**src/verilog/sprb_regs.vh**
```
/*
 * special register bank constants: register index numbers used by the
 * move-to/move-from port, field positions, widths and reset values.
 * assumes it is included by sprb_bank.v and the testbench top, by its bare name.
 */
`ifndef SPRB_REGS_VH
`define SPRB_REGS_VH

// register index width on the move port
`define SPRB_IDX_W        5
// user-level registers
`define SPRB_BRANCH_LINK  5'h00
`define SPRB_LOOP_COUNT   5'h01
`define SPRB_FIXED_EXC    5'h02
`define SPRB_TIME_LOWER   5'h03
`define SPRB_TIME_UPPER   5'h04
// supervisor-level registers
`define SPRB_FAULT_CAUSE  5'h05
`define SPRB_FAULT_ADDR   5'h06
`define SPRB_COUNTDOWN    5'h07
`define SPRB_PAGE_TABLE   5'h08
`define SPRB_SAVE_ADDR    5'h09
`define SPRB_SAVE_STATUS  5'h0a
`define SPRB_SCRATCH_0    5'h0b
`define SPRB_EXT_ACCESS   5'h0f
`define SPRB_VERSION      5'h10
`define SPRB_SEG_TABLE    5'h11
`define SPRB_PROC_TAG     5'h12
`define SPRB_INSTR_BRK    5'h13
`define SPRB_DATA_BRK     5'h14
// number of os scratch registers
`define SPRB_SCRATCH_N    4
// fixed point exception fields
`define SPRB_XER_OV_BIT   30
`define SPRB_XER_CA_BIT   29
// external access control enable bit
`define SPRB_EAC_EN_BIT   31
// breakpoint enable bit; compare covers bits 63..2
`define SPRB_BRK_EN_BIT   0
// processor tag width
`define SPRB_TAG_W        4
// reset values
`define SPRB_RST_64       64'h0000_0000_0000_0000
`define SPRB_RST_32       32'h0000_0000
`define SPRB_RST_DEC      32'hffff_ffff

`endif

```
**src/verilog/sprb_bank.v**
```verilog
/*
 * special purpose register bank: link, loop count, fixed point exception,
 * time base, decrementer, exception save/restore, fault, scratch,
 * version, tag, external access control and address breakpoints.
 * assumes one clock (the bus clock), synchronous inputs, and an issuing
 * pipeline that presents one move request at a time and the privilege.
 */
// How it works
// - move port reaches every register; implicit updates too
// - 64-bit link register captures return address
// - loop count decrements, then tests for branch
// - 32-bit register records carry and overflow
// - time base readable by user, supervisor writes
// - listed supervisor registers need supervisor privilege
// - 32-bit countdown raises exception after delay
// - counters advance on the bus clock
// - 64-bit time base, halves, carry into upper
// - time base counts only while enable asserted
// - exception saves address; return resumes there
// - exception saves status; return restores it
// - fault address loaded on alignment/storage fault
// - fault cause recorded in 32-bit register
// - read-only version register ignores writes
// - right-justified 4-bit processor tag
// - access control gates external control words
// - instruction address match raises breakpoint
// - data address match raises breakpoint
// - four 64-bit scratch registers, no side effects
`timescale 1ns/1ps
`include "sprb_regs.vh"

module sprb_bank #(
	parameter [31:0] VERSION_ID = 32'h0001_0001 // arbitrary neutral value
) (
	input  wire                   clk_in,           // bus clock
	input  wire                   rst_in,           // async reset, high
	input  wire                   supervisor_in,    // 1 = supervisor privilege
	input  wire                   mov_wr_in,        // move-to request
	input  wire                   mov_rd_in,        // move-from request
	input  wire [`SPRB_IDX_W-1:0] mov_idx_in,       // register index
	input  wire [63:0]            mov_wdata_in,     // move-to data
	input  wire                   link_wr_in,       // branch-and-link executes
	input  wire [63:0]            link_addr_in,     // return address
	input  wire                   count_dec_in,     // branch-and-count executes
	input  wire                   xer_upd_in,       // arithmetic result flags valid
	input  wire                   carry_in,         // integer carry
	input  wire                   ovf_in,           // integer overflow
	input  wire                   time_count_enable_in, // time base enable
	input  wire                   exc_take_in,      // exception taken
	input  wire [63:0]            exc_addr_in,      // faulting/resume address
	input  wire [63:0]            exc_status_in,    // machine status to save
	input  wire                   rfi_in,           // return from interrupt
	input  wire                   fault_upd_in,     // alignment/storage fault
	input  wire [63:0]            fault_ea_in,      // offending address
	input  wire [31:0]            fault_cause_in,   // fault cause word
	input  wire                   dec_ack_in,       // decrementer exception taken
	input  wire                   iaddr_valid_in,   // instruction executing
	input  wire [63:0]            iaddr_in,         // its address
	input  wire                   daddr_valid_in,   // data access
	input  wire [63:0]            daddr_in,         // its address
	output reg  [63:0]            mov_rdata_out,    // move-from data
	output reg                    mov_ack_out,      // request completed
	output reg                    priv_fault_out,   // privileged program exception
	output reg  [63:0]            branch_link_out,  // branch target source
	output reg                    count_nonzero_out,// loop count nonzero after decrement
	output reg                    resume_out,       // pulse: resume now
	output reg  [63:0]            resume_addr_out,  // address to resume at
	output reg  [63:0]            resume_status_out,// status to restore
	output reg                    dec_irq_out,      // pending decrementer request
	output reg                    ibrk_out,         // instruction breakpoint pulse
	output reg                    dbrk_out,         // data breakpoint pulse
	output reg                    ext_access_enable_out, // external control allowed
	output reg  [`SPRB_TAG_W-1:0] processor_tag_out // processor tag
);

	reg  [63:0] loop_count_q;              // loop count
	reg  [31:0] fixed_point_exception_q;   // carry/overflow
	reg  [63:0] free_running_time_q;       // time base, both halves
	reg  [31:0] fault_cause_q;             // fault cause
	reg  [63:0] fault_address_q;           // fault address
	reg  [31:0] countdown_timer_q;         // decrementer
	reg         dec_msb_q;                 // last decrementer msb
	reg  [31:0] page_table_format_q;       // page table format
	reg  [63:0] segment_table_base_q;      // segment table base
	reg  [31:0] external_access_control_q; // external access control
	reg  [63:0] instruction_breakpoint_q;  // instruction breakpoint
	reg  [63:0] data_breakpoint_q;         // data breakpoint
	reg  [63:0] os_scratch_q [0:`SPRB_SCRATCH_N-1]; // scratch array

	reg         sup_only;  // index needs supervisor
	reg         mapped;    // index exists
	reg  [63:0] rd_mux;    // read selection
	wire        mov_any;   // a move request
	wire        allowed;   // request passes privilege
	wire        wr_ok;     // write may take effect
	wire [31:0] dec_next;  // decrementer next value
	wire [63:0] ctr_next;  // loop count after decrement
	wire [4:0]  scr_off;   // index offset into the scratch block

	assign mov_any  = mov_wr_in | mov_rd_in;
	assign allowed  = supervisor_in | ~sup_only;
	assign wr_ok    = mov_wr_in & allowed;
	assign ctr_next = loop_count_q - 64'h1;
	assign scr_off  = mov_idx_in - `SPRB_SCRATCH_0; // wraps high below the block
	assign dec_next = (wr_ok && mov_idx_in == `SPRB_COUNTDOWN) ?
		mov_wdata_in[31:0] : countdown_timer_q - 32'h1;

	// decode privilege class and existence of the index
	always @*
	begin
		sup_only = 1'b1;
		mapped   = 1'b1;
		case (mov_idx_in)
			`SPRB_BRANCH_LINK, `SPRB_LOOP_COUNT, `SPRB_FIXED_EXC:
				sup_only = 1'b0;
			`SPRB_TIME_LOWER, `SPRB_TIME_UPPER:
				sup_only = mov_wr_in;
			`SPRB_FAULT_CAUSE, `SPRB_FAULT_ADDR, `SPRB_COUNTDOWN,
			`SPRB_PAGE_TABLE, `SPRB_SAVE_ADDR, `SPRB_SAVE_STATUS,
			`SPRB_EXT_ACCESS, `SPRB_VERSION, `SPRB_SEG_TABLE,
			`SPRB_PROC_TAG, `SPRB_INSTR_BRK, `SPRB_DATA_BRK:
				sup_only = 1'b1;
			default:
			begin
				// scratch block or nothing at all
				mapped = (scr_off[4:2] == 3'h0);
				sup_only = mapped;
			end
		endcase
	end

	// read data selection; unmapped indices read zero
	always @*
	begin
		rd_mux = `SPRB_RST_64;
		case (mov_idx_in)
			`SPRB_BRANCH_LINK: rd_mux = branch_link_out;
			`SPRB_LOOP_COUNT:  rd_mux = loop_count_q;
			`SPRB_FIXED_EXC:   rd_mux = {32'h0, fixed_point_exception_q};
			`SPRB_TIME_LOWER:  rd_mux = {32'h0, free_running_time_q[31:0]};
			`SPRB_TIME_UPPER:  rd_mux = {32'h0, free_running_time_q[63:32]};
			`SPRB_FAULT_CAUSE: rd_mux = {32'h0, fault_cause_q};
			`SPRB_FAULT_ADDR:  rd_mux = fault_address_q;
			`SPRB_COUNTDOWN:   rd_mux = {32'h0, countdown_timer_q};
			`SPRB_PAGE_TABLE:  rd_mux = {32'h0, page_table_format_q};
			`SPRB_SAVE_ADDR:   rd_mux = resume_addr_out;
			`SPRB_SAVE_STATUS: rd_mux = resume_status_out;
			`SPRB_EXT_ACCESS:  rd_mux = {32'h0, external_access_control_q};
			`SPRB_VERSION:     rd_mux = {32'h0, VERSION_ID};
			`SPRB_SEG_TABLE:   rd_mux = segment_table_base_q;
			`SPRB_PROC_TAG:    rd_mux = {60'h0, processor_tag_out};
			`SPRB_INSTR_BRK:   rd_mux = instruction_breakpoint_q;
			`SPRB_DATA_BRK:    rd_mux = data_breakpoint_q;
			default:
			begin
				if (mapped)
					rd_mux = os_scratch_q[scr_off[1:0]];
			end
		endcase
	end

	// move port answer: data, completion and privilege fault
	always @(posedge clk_in or posedge rst_in)
	begin
		if (rst_in)
		begin
			mov_rdata_out  <= `SPRB_RST_64;
			mov_ack_out    <= 1'b0;
			priv_fault_out <= 1'b0;
		end
		else
		begin
			mov_ack_out    <= mov_any & allowed;
			priv_fault_out <= mov_any & ~allowed;
			// hold last data unless a permitted read
			if (mov_rd_in && allowed)
				mov_rdata_out <= rd_mux;
		end
	end

	// user-level registers: link, loop count, fixed point exception
	always @(posedge clk_in or posedge rst_in)
	begin
		if (rst_in)
		begin
			branch_link_out         <= `SPRB_RST_64;
			loop_count_q            <= `SPRB_RST_64;
			fixed_point_exception_q <= `SPRB_RST_32;
			count_nonzero_out       <= 1'b0;
		end
		else
		begin
			// implicit updates take priority over a move
			if (link_wr_in)
				branch_link_out <= link_addr_in;
			else if (wr_ok && mov_idx_in == `SPRB_BRANCH_LINK)
				branch_link_out <= mov_wdata_in;
			if (count_dec_in)
			begin
				loop_count_q      <= ctr_next;
				count_nonzero_out <= ctr_next != 64'h0;
			end
			else if (wr_ok && mov_idx_in == `SPRB_LOOP_COUNT)
				loop_count_q <= mov_wdata_in;
			if (xer_upd_in)
			begin
				fixed_point_exception_q[`SPRB_XER_CA_BIT] <= carry_in;
				fixed_point_exception_q[`SPRB_XER_OV_BIT] <= ovf_in;
			end
			else if (wr_ok && mov_idx_in == `SPRB_FIXED_EXC)
				fixed_point_exception_q <= mov_wdata_in[31:0];
		end
	end

	// time base: one 64-bit counter on the bus clock
	always @(posedge clk_in or posedge rst_in)
	begin
		if (rst_in)
			free_running_time_q <= `SPRB_RST_64;
		else if (wr_ok && mov_idx_in == `SPRB_TIME_LOWER)
			free_running_time_q[31:0] <= mov_wdata_in[31:0];
		else if (wr_ok && mov_idx_in == `SPRB_TIME_UPPER)
			free_running_time_q[63:32] <= mov_wdata_in[31:0];
		else if (time_count_enable_in)
			free_running_time_q <= free_running_time_q + 64'h1;
	end

	// decrementer and its held exception request
	always @(posedge clk_in or posedge rst_in)
	begin
		if (rst_in)
		begin
			countdown_timer_q <= `SPRB_RST_DEC;
			dec_msb_q         <= 1'b1;
			dec_irq_out       <= 1'b0;
		end
		else
		begin
			countdown_timer_q <= dec_next;
			dec_msb_q         <= countdown_timer_q[31];
			// a new request wins over an acknowledge
			if (countdown_timer_q[31] && !dec_msb_q)
				dec_irq_out <= 1'b1;
			else if (dec_ack_in)
				dec_irq_out <= 1'b0;
		end
	end

	// exception save/restore and fault recording
	always @(posedge clk_in or posedge rst_in)
	begin
		if (rst_in)
		begin
			resume_addr_out   <= `SPRB_RST_64;
			resume_status_out <= `SPRB_RST_64;
			resume_out        <= 1'b0;
			fault_address_q   <= `SPRB_RST_64;
			fault_cause_q     <= `SPRB_RST_32;
		end
		else
		begin
			resume_out <= rfi_in & ~exc_take_in;
			if (exc_take_in)
			begin
				resume_addr_out   <= exc_addr_in;
				resume_status_out <= exc_status_in;
			end
			else
			begin
				if (wr_ok && mov_idx_in == `SPRB_SAVE_ADDR)
					resume_addr_out <= mov_wdata_in;
				if (wr_ok && mov_idx_in == `SPRB_SAVE_STATUS)
					resume_status_out <= mov_wdata_in;
			end
			if (fault_upd_in)
			begin
				fault_address_q <= fault_ea_in;
				fault_cause_q   <= fault_cause_in;
			end
			else
			begin
				if (wr_ok && mov_idx_in == `SPRB_FAULT_ADDR)
					fault_address_q <= mov_wdata_in;
				if (wr_ok && mov_idx_in == `SPRB_FAULT_CAUSE)
					fault_cause_q <= mov_wdata_in[31:0];
			end
		end
	end

	// plain supervisor registers with no side effects
	always @(posedge clk_in or posedge rst_in)
	begin
		if (rst_in)
		begin
			page_table_format_q       <= `SPRB_RST_32;
			segment_table_base_q      <= `SPRB_RST_64;
			external_access_control_q <= `SPRB_RST_32;
			processor_tag_out         <= {`SPRB_TAG_W{1'b0}};
			instruction_breakpoint_q  <= `SPRB_RST_64;
			data_breakpoint_q         <= `SPRB_RST_64;
			ext_access_enable_out     <= 1'b0;
		end
		else
		begin
			if (wr_ok)
			begin
				case (mov_idx_in)
					`SPRB_PAGE_TABLE: page_table_format_q  <= mov_wdata_in[31:0];
					`SPRB_SEG_TABLE:  segment_table_base_q <= mov_wdata_in;
					`SPRB_EXT_ACCESS:
						external_access_control_q <= mov_wdata_in[31:0];
					`SPRB_PROC_TAG:
						processor_tag_out <= mov_wdata_in[`SPRB_TAG_W-1:0];
					`SPRB_INSTR_BRK:  instruction_breakpoint_q <= mov_wdata_in;
					`SPRB_DATA_BRK:   data_breakpoint_q        <= mov_wdata_in;
					default:          page_table_format_q      <= page_table_format_q;
				endcase
			end
			// enable follows the control register one cycle later
			ext_access_enable_out <= external_access_control_q[`SPRB_EAC_EN_BIT];
		end
	end

	// os scratch registers, one per entry
	genvar gi;
	generate
		for (gi = 0; gi < `SPRB_SCRATCH_N; gi = gi + 1)
		begin : g_scratch
			always @(posedge clk_in or posedge rst_in)
			begin
				if (rst_in)
					os_scratch_q[gi] <= `SPRB_RST_64;
				else if (wr_ok && mov_idx_in == `SPRB_SCRATCH_0 + gi)
					os_scratch_q[gi] <= mov_wdata_in;
			end
		end
	endgenerate

	// address breakpoints: word compare when enabled
	always @(posedge clk_in or posedge rst_in)
	begin
		if (rst_in)
		begin
			ibrk_out <= 1'b0;
			dbrk_out <= 1'b0;
		end
		else
		begin
			ibrk_out <= iaddr_valid_in &
				instruction_breakpoint_q[`SPRB_BRK_EN_BIT] &
				(iaddr_in[63:2] == instruction_breakpoint_q[63:2]);
			dbrk_out <= daddr_valid_in &
				data_breakpoint_q[`SPRB_BRK_EN_BIT] &
				(daddr_in[63:2] == data_breakpoint_q[63:2]);
		end
	end

endmodule // sprb_bank

```
**config.mk**
```make
export PLATFORM = sky130hd
export DESIGN_NAME = sprb_bank
export DESIGN_NICKNAME = d
export VERILOG_FILES = /design/src/verilog/sprb_bank.v
export VERILOG_INCLUDE_DIRS = /design/src /design/src/verilog
export SDC_FILE = /design/constraint.sdc
export NUM_CORES = 2
export LEC_CHECK = 0
export BUFFER_PORTS_ARGS = -buffer_cell sky130_fd_sc_hd__buf_4
export CAP_MARGIN = 25
export CORE_MARGIN = 4
export CORE_UTILIZATION = 52
export DETAILED_ROUTE_END_ITERATION = 10
export PLACE_DENSITY_LB_ADDON = 0.05
export SYNTH_ARGS = -nofsm -noshare
export SYNTH_HDL_FRONTEND = slang
export SYNTH_SLANG_ARGS = --single-unit
```
**constraint.sdc**
```tcl
create_clock -name clk_in -period 29.7 [get_ports clk_in]
set_input_delay 0 -clock clk_in [delete_from_list [all_inputs] [get_ports clk_in]]
set_output_delay 0 -clock clk_in [all_outputs]
set_load 0.05 [all_outputs]
```
# [After elaboration in Yosys (flattened, before gate mapping)]
# Index checks and enable logic that the tools add are counted.
[totals] register_bits=1069 latch_bits=0 mem_bits_rw=0 mem_bits_ro=0 inputBits=502 output_inout_bits=268 n_memories=0
[classes] addsub=4 n_mul=0 div=0 magnitude_cmp=1 n_eq_ne=23 shifts=0 mux=28 bitwise=16 reduce_logical=43
[ops] op="$pmux W64 S17" count=1
[ops] op="$mux W64" count=14
[ops] op="$mux W32" count=6
[ops] op="$bmux W64 S2" count=1
[ops] op="$eq A62 B62 Y1" count=2
[ops] op="$add A64 B1 Y64 const B" count=1
[ops] op="$reduce_bool A64 Y1" count=1
[ops] op="$sub A64 B1 Y64 const B" count=1
[ops] op="$eq A5 B4 Y1 const B" count=8
[ops] op="$sub A32 B1 Y32 const B" count=1
[ops] op="$mux W31" count=1
[ops] op="$eq A5 B5 Y1 const B" count=5
[ops] op="$eq A5 B3 Y1 const B" count=4
[ops] op="$reduce_bool A2 Y1" count=10
[ops] op="$reduce_and A2 Y1" count=9
[ops] op="$reduce_or A17 Y1" count=1
[ops] op="$logic_and A1 B1 Y1" count=16
[ops] op="$reduce_or A12 Y1" count=1
[ops] op="$eq A5 B2 Y1 const B" count=2
[ops] op="$and A1 B1 Y1" count=8
[ops] op="$eq A5 B1 Y1 const B" count=1
[ops] op="$logic_not A5 Y1" count=1
[ops] op="$not A1 Y1" count=5
[ops] op="$sub A5 B4 Y5 const B" count=1
[ops] op="other kinds (11)" count=14

# [Logic depth before layout (Yosys ltp)]
[logic_depth] depth_word=9 depth_mapped=15

# [Least setup slack after synthesis]
# No wires, ideal clock.
[synth_path] path_kind="input to register" start="input mov_idx_in[0]" end="register os_scratch_q[0] (netlist bit)" setup_time_ps=125 t_arrival_ps=3395 setup_slack_ps=26180 path_stages=15 n_path_buf=5 path_cell_list="buf_1 buf_1 inv_1 ha_1 nor2_1 o21ai_0 a221oi_1 a31o_2 and2_1 buf_2 nor2b_1 clkbuf_1 nand3_1 clkbuf_1 mux2_2"
[synth_between] elab_chain_len=7 elab_cells_between_ends=28 classes_between="1 x add/sub; 17 x eq/ne; 1 x mux; 3 x bitwise; 6 x reduce/logical"
[synth_lines] item="start, declared" line="sprb_bank.v:40" text="input wire [`SPRB_IDX_W-1:0] mov_idx_in,"
[synth_lines] item="$sub A5 B4 Y5 (no source line) (tied with other cells)"
[synth_lines] item="$logic_not A3 Y1 (tied with other cells)" line="sprb_bank.v:126" text="mapped = (scr_off[4:2] == 3'h0);"
[synth_lines] item="$pmux W1 S3" line="sprb_bank.v:113" text="case (mov_idx_in)"
[synth_lines] item="$not A1 Y1" line="sprb_bank.v:101" text="assign allowed = supervisor_in | ~sup_only;"
[synth_lines] item="$or A1 B1 Y1" line="sprb_bank.v:101"
[synth_lines] item="$and A1 B1 Y1" line="sprb_bank.v:102" text="assign wr_ok = mov_wr_in & allowed;"
[synth_lines] item="$logic_and A1 B1 Y1 (*)" line="sprb_bank.v:333" text="else if (wr_ok && mov_idx_in == `SPRB_SCRATCH_0 + gi)"
[synth_lines] item="end signal, assigned by index" line="sprb_bank.v:332" text="os_scratch_q[gi] <= `SPRB_RST_64;"
[synth_lines] item="end signal, assigned by index" line="sprb_bank.v:334" text="os_scratch_q[gi] <= mov_wdata_in;"
[synth_lines] item="end, declared" line="sprb_bank.v:88" text="reg [63:0] os_scratch_q [0:`SPRB_SCRATCH_N-1];"
# Every way passes the cells marked *; elsewhere a longest branch is shown, timed or not.
# A chain may end at the register's enable or synchronous reset.

# [Worst setup path after layout]
[layout_path] start="input mov_idx_in[0]" end="register resume_status_out[41]"
[layout_between] elab_chain_len=8 elab_cells_between_ends=28 classes_between="1 x add/sub; 16 x eq/ne; 1 x mux; 3 x bitwise; 7 x reduce/logical"
[layout_lines] item="$sub A5 B4 Y5 (no source line) (tied with other cells)"
[layout_lines] item="$logic_not A3 Y1 (tied with other cells)" line="sprb_bank.v:126"
[layout_lines] item="$pmux W1 S3" line="sprb_bank.v:113"
[layout_lines] item="$not A1 Y1" line="sprb_bank.v:101"
[layout_lines] item="$or A1 B1 Y1" line="sprb_bank.v:101"
[layout_lines] item="$and A1 B1 Y1" line="sprb_bank.v:102"
[layout_lines] item="$logic_and A1 B1 Y1 (no source line) (*)"
[layout_lines] item="$reduce_bool A2 Y1 (no source line) (*)"
[layout_lines] item="end signal, assigned" line="sprb_bank.v:255" text="resume_status_out <= `SPRB_RST_64;"
[layout_lines] item="end signal, assigned" line="sprb_bank.v:266" text="resume_status_out <= exc_status_in;"
[layout_lines] item="end signal, assigned" line="sprb_bank.v:273" text="resume_status_out <= mov_wdata_in;"
[layout_lines] item="end, declared" line="sprb_bank.v:68" text="output reg [63:0] resume_status_out,"
# Marked as above.

==> results.ini <==
[clock_tree]
htreeDepth=3
post-cts-setup-buffers=0
clock_latency_ns=0.72
clk_path_buf_depth=3
clk_pin_slew_ns=0.06
cts_tree=yes
cts_buffers=115
cts.sinks=1069
root_buffer=clkbuf_16

[setup_path]
path_class=in -> reg
required_ns=30.29
worstPathArrival_ns=5.55
cp_max_fo=36
cp-start-kind=input port
worstSetupEndpointType=flop

[outcome]
status=finished, final reports clean

[yosys]
yosysTopAreaCell=dfrtp_1
synthDistinctLibCells=79
yosysTopAreaCellShare_pct=48.2
synth_xor_area_share_pct=2.64
synthMuxAreaShare_pct=19.6
synth-compound-area-share_pct=13.9
synthSimpleGateAreaFrac_pct=10.1
syn_area_sq_mm=0.0538
synth_ff_type=dfrtp_1
yosys-top-cells-area=dfrtp_1, mux2_2, mux2i_1, o21ai_0, nand2_1
syn_inst=4953
syn-mean-instance-area_sq_um=10.9
syn_nets=5463
ys_seq_area_share_pct=49.8
synth_fa_ha_area_share_pct=0.186
synth_top_family_by_area=multiplexers
synth_edf_count=0
async_reset_ff_share_pct=100
ys_ff_latch=1069
yosys_warnings=0

[finish]
syn2layout_area_growth_pct=34.7
drive_above_1_share_pct=27.6
n_fill_cell=7393
final_cell_mix=dfrtp_1, buf_4, dlygate4sd3_1
finalNonFillerCells=7763
final_core_util_pct=70.9
final_common_cell=dfrtp_1
num-nets-final=6780

[placement]
dp_hpwl_mm=155
place.gp.congestion=0.964
port_buffers=765
place_ws_ns=24.63
dp.cells=6720

[drt]
drt_iter0_markers=5898
ant_nets=0
avgRoutedWirePerCell_um=30.9
vias_per_cell=6.49
vias=50385
route.detailed.drc=0
dr.pass1.iters=8
routed_wl_mm=240

[sta]
hold_ws_ns=0.102
rsz0062_at_grt=no
clock_skew_ns=0.0245
finalHoldViolations=0
max_freq_mhz=201
post-route-min-period_ns=4.97
tightest_slew_ns=1.15
maxSlewViolCount=0
relSlewSlack_pct=23.6
setup_slack_ns=24.73
setup_tns_ns=0
finalSetupViolations=0
finalCritPeriodShare_pct=16.7

[floorplanning]
fp-row-count=117
core_sq_mm=0.102
die_area_sq_mm=0.109
initial_core_util_pct=52.6
num_io_pins=770
die_h_um=330
die_x_um=330

[power_and_ir_drop]
leakage_nw=33.6
peakVddDrop_uv=51.7
powerDensity_mw_per_mm2=60.1

[hold_path]
hold_path.class=in -> reg

[global_routing]
grt_util_all_layers_pct=43.4
grt_pass1_wl_mm=347
grt_max_degree=157
grt_pass1_vias=51382
antenna_found_initial=36
grt-ovfl-total=0

[flow_run]
maxCapViolCount=0

==> layout make-up <==
cell class                      count  area [sq um]  area share (%)
Clock buffer                      182          3490            4.83
Clock inverter                     30           388           0.536
Timing Repair Buffer             1640         14500            20.0
Multi-Input combinational cell   3374         25200            34.8
Tap cell                         1368          1710            2.36
Inverter                           70           267           0.368
Antenna cell                       30          75.1           0.104
Sequential cell                  1069         26800            37.0
==> stage by stage <==
step | power [W] | area (sq um)
after floorplan | 0.00238 | 53800
after global placement | 0.00271 | 60300
after detailed placement | 0.00274 | 60400
after CTS | 0.00432 | 72200
after global routing | 0.00449 | 72400
final | 0.00435 | 72400
==> flip-flops by register name, summed over array words and instances (netlist names), 4 cells and up <==
register,count
segment_table_base_q,64
external_access_control_q,32
instruction_breakpoint_q,64
loop_count_q,64
fault_cause_q,32
processor_tag_out,4
resume_status_out,64
branch_link_out,64
fault_address_q,64
data_breakpoint_q,64
os_scratch_q,256
free_running_time_q,64
resume_addr_out,64
mov_rdata_out,64
page_table_format_q,32
countdown_timer_q,32
fixed_point_exception_q,32
==> logic make-up after synthesis <==
group | count (synthesis)
XOR/XNOR | 162
buffers and inverters | 510
multiplexers | 905
flip-flops | 1069
AO/OA/AOI/OAI | 1154
adder cells (fa/ha/maj) | 8
AND/OR/NAND/NOR | 1145
==> cells in the mapped netlist, types with 58 or more instances <==
master / instances
a22oi_1: 218
clkbuf_1: 368
a21oi_1: 177
mux2i_1: 290
mux2_2: 551
a221oi_1: 69
nand2_1: 484
xnor2_1: 97
o21ai_0: 413
dfrtp_1: 1036
a22o_1: 58
nand3_1: 139
inv_1: 69
nor2_1: 207
xor2_1: 65
nand4_1: 80
mux4_2: 64
==> layer usage <==
metal | wire length (um) | up-vias | part of all wire (%) | GRT usage (%)
met5 | 82 | - | 0.034 | 0
met4 | 17600 | 12 | 7.3 | 27.2
met3 | 24000 | 890 | 10 | 11.2
met2 | 112000 | 3120 | 47 | 69.2
met1 | 86700 | 25471 | 36 | 53.0
li1 | - | 20892 | - | -
==> worst max-delay path: stages <==
cell and delay (ns):
buf_4 0.64, inv_1 0.22, ha_1 0.35, nor2_1 0.12, o21ai_0 0.09, a221oi_1 0.49, a31o_2 0.47, and2_1 0.20
buf_4 0.47, nand2_4 0.65, buf_4 0.58, mux2i_1 0.46, o21ai_0 0.14, dlygate4sd3_1 0.58
==> repair_timing <==
item | 4_1_cts | 5_1_grt
hold buffers | 793 | 1
resized for setup | 0 | 0
hold endpoints to repair | 1062 | 7
==> worst paths after layout <==
check	endpoint	cells past startpoint	slack [ns]	from
worst max-delay path	resume_status_out[41]	14	24.73	mov_idx_in[0]
worst min-delay path	free_running_time_q[56]	6	0.10	supervisor_in
worst max register to register	loop_count_q[48]	9	25.42	loop_count_q[0]
worst min register to register	dec_msb_q	0	0.44	countdown_timer_q[31]
max in group asynchronous	segment_table_base_q[36]	9	26.10	rst_in
min in group asynchronous	mov_rdata_out[15]	4	0.33	rst_in
==> power by group <==
| part | switching (W) | total [W] | internal, W |
|---|---|---|---|
| Combinational | 0.000496 | 0.000925 | 0.000429 |
| Clock | 0.000616 | 0.00149 | 0.000879 |
| Sequential | 0.000237 | 0.00193 | 0.00170 |
| Total | 0.00135 | 0.00435 | 0.00300 |
No activity file was read; power rests on OpenSTA's default activity.
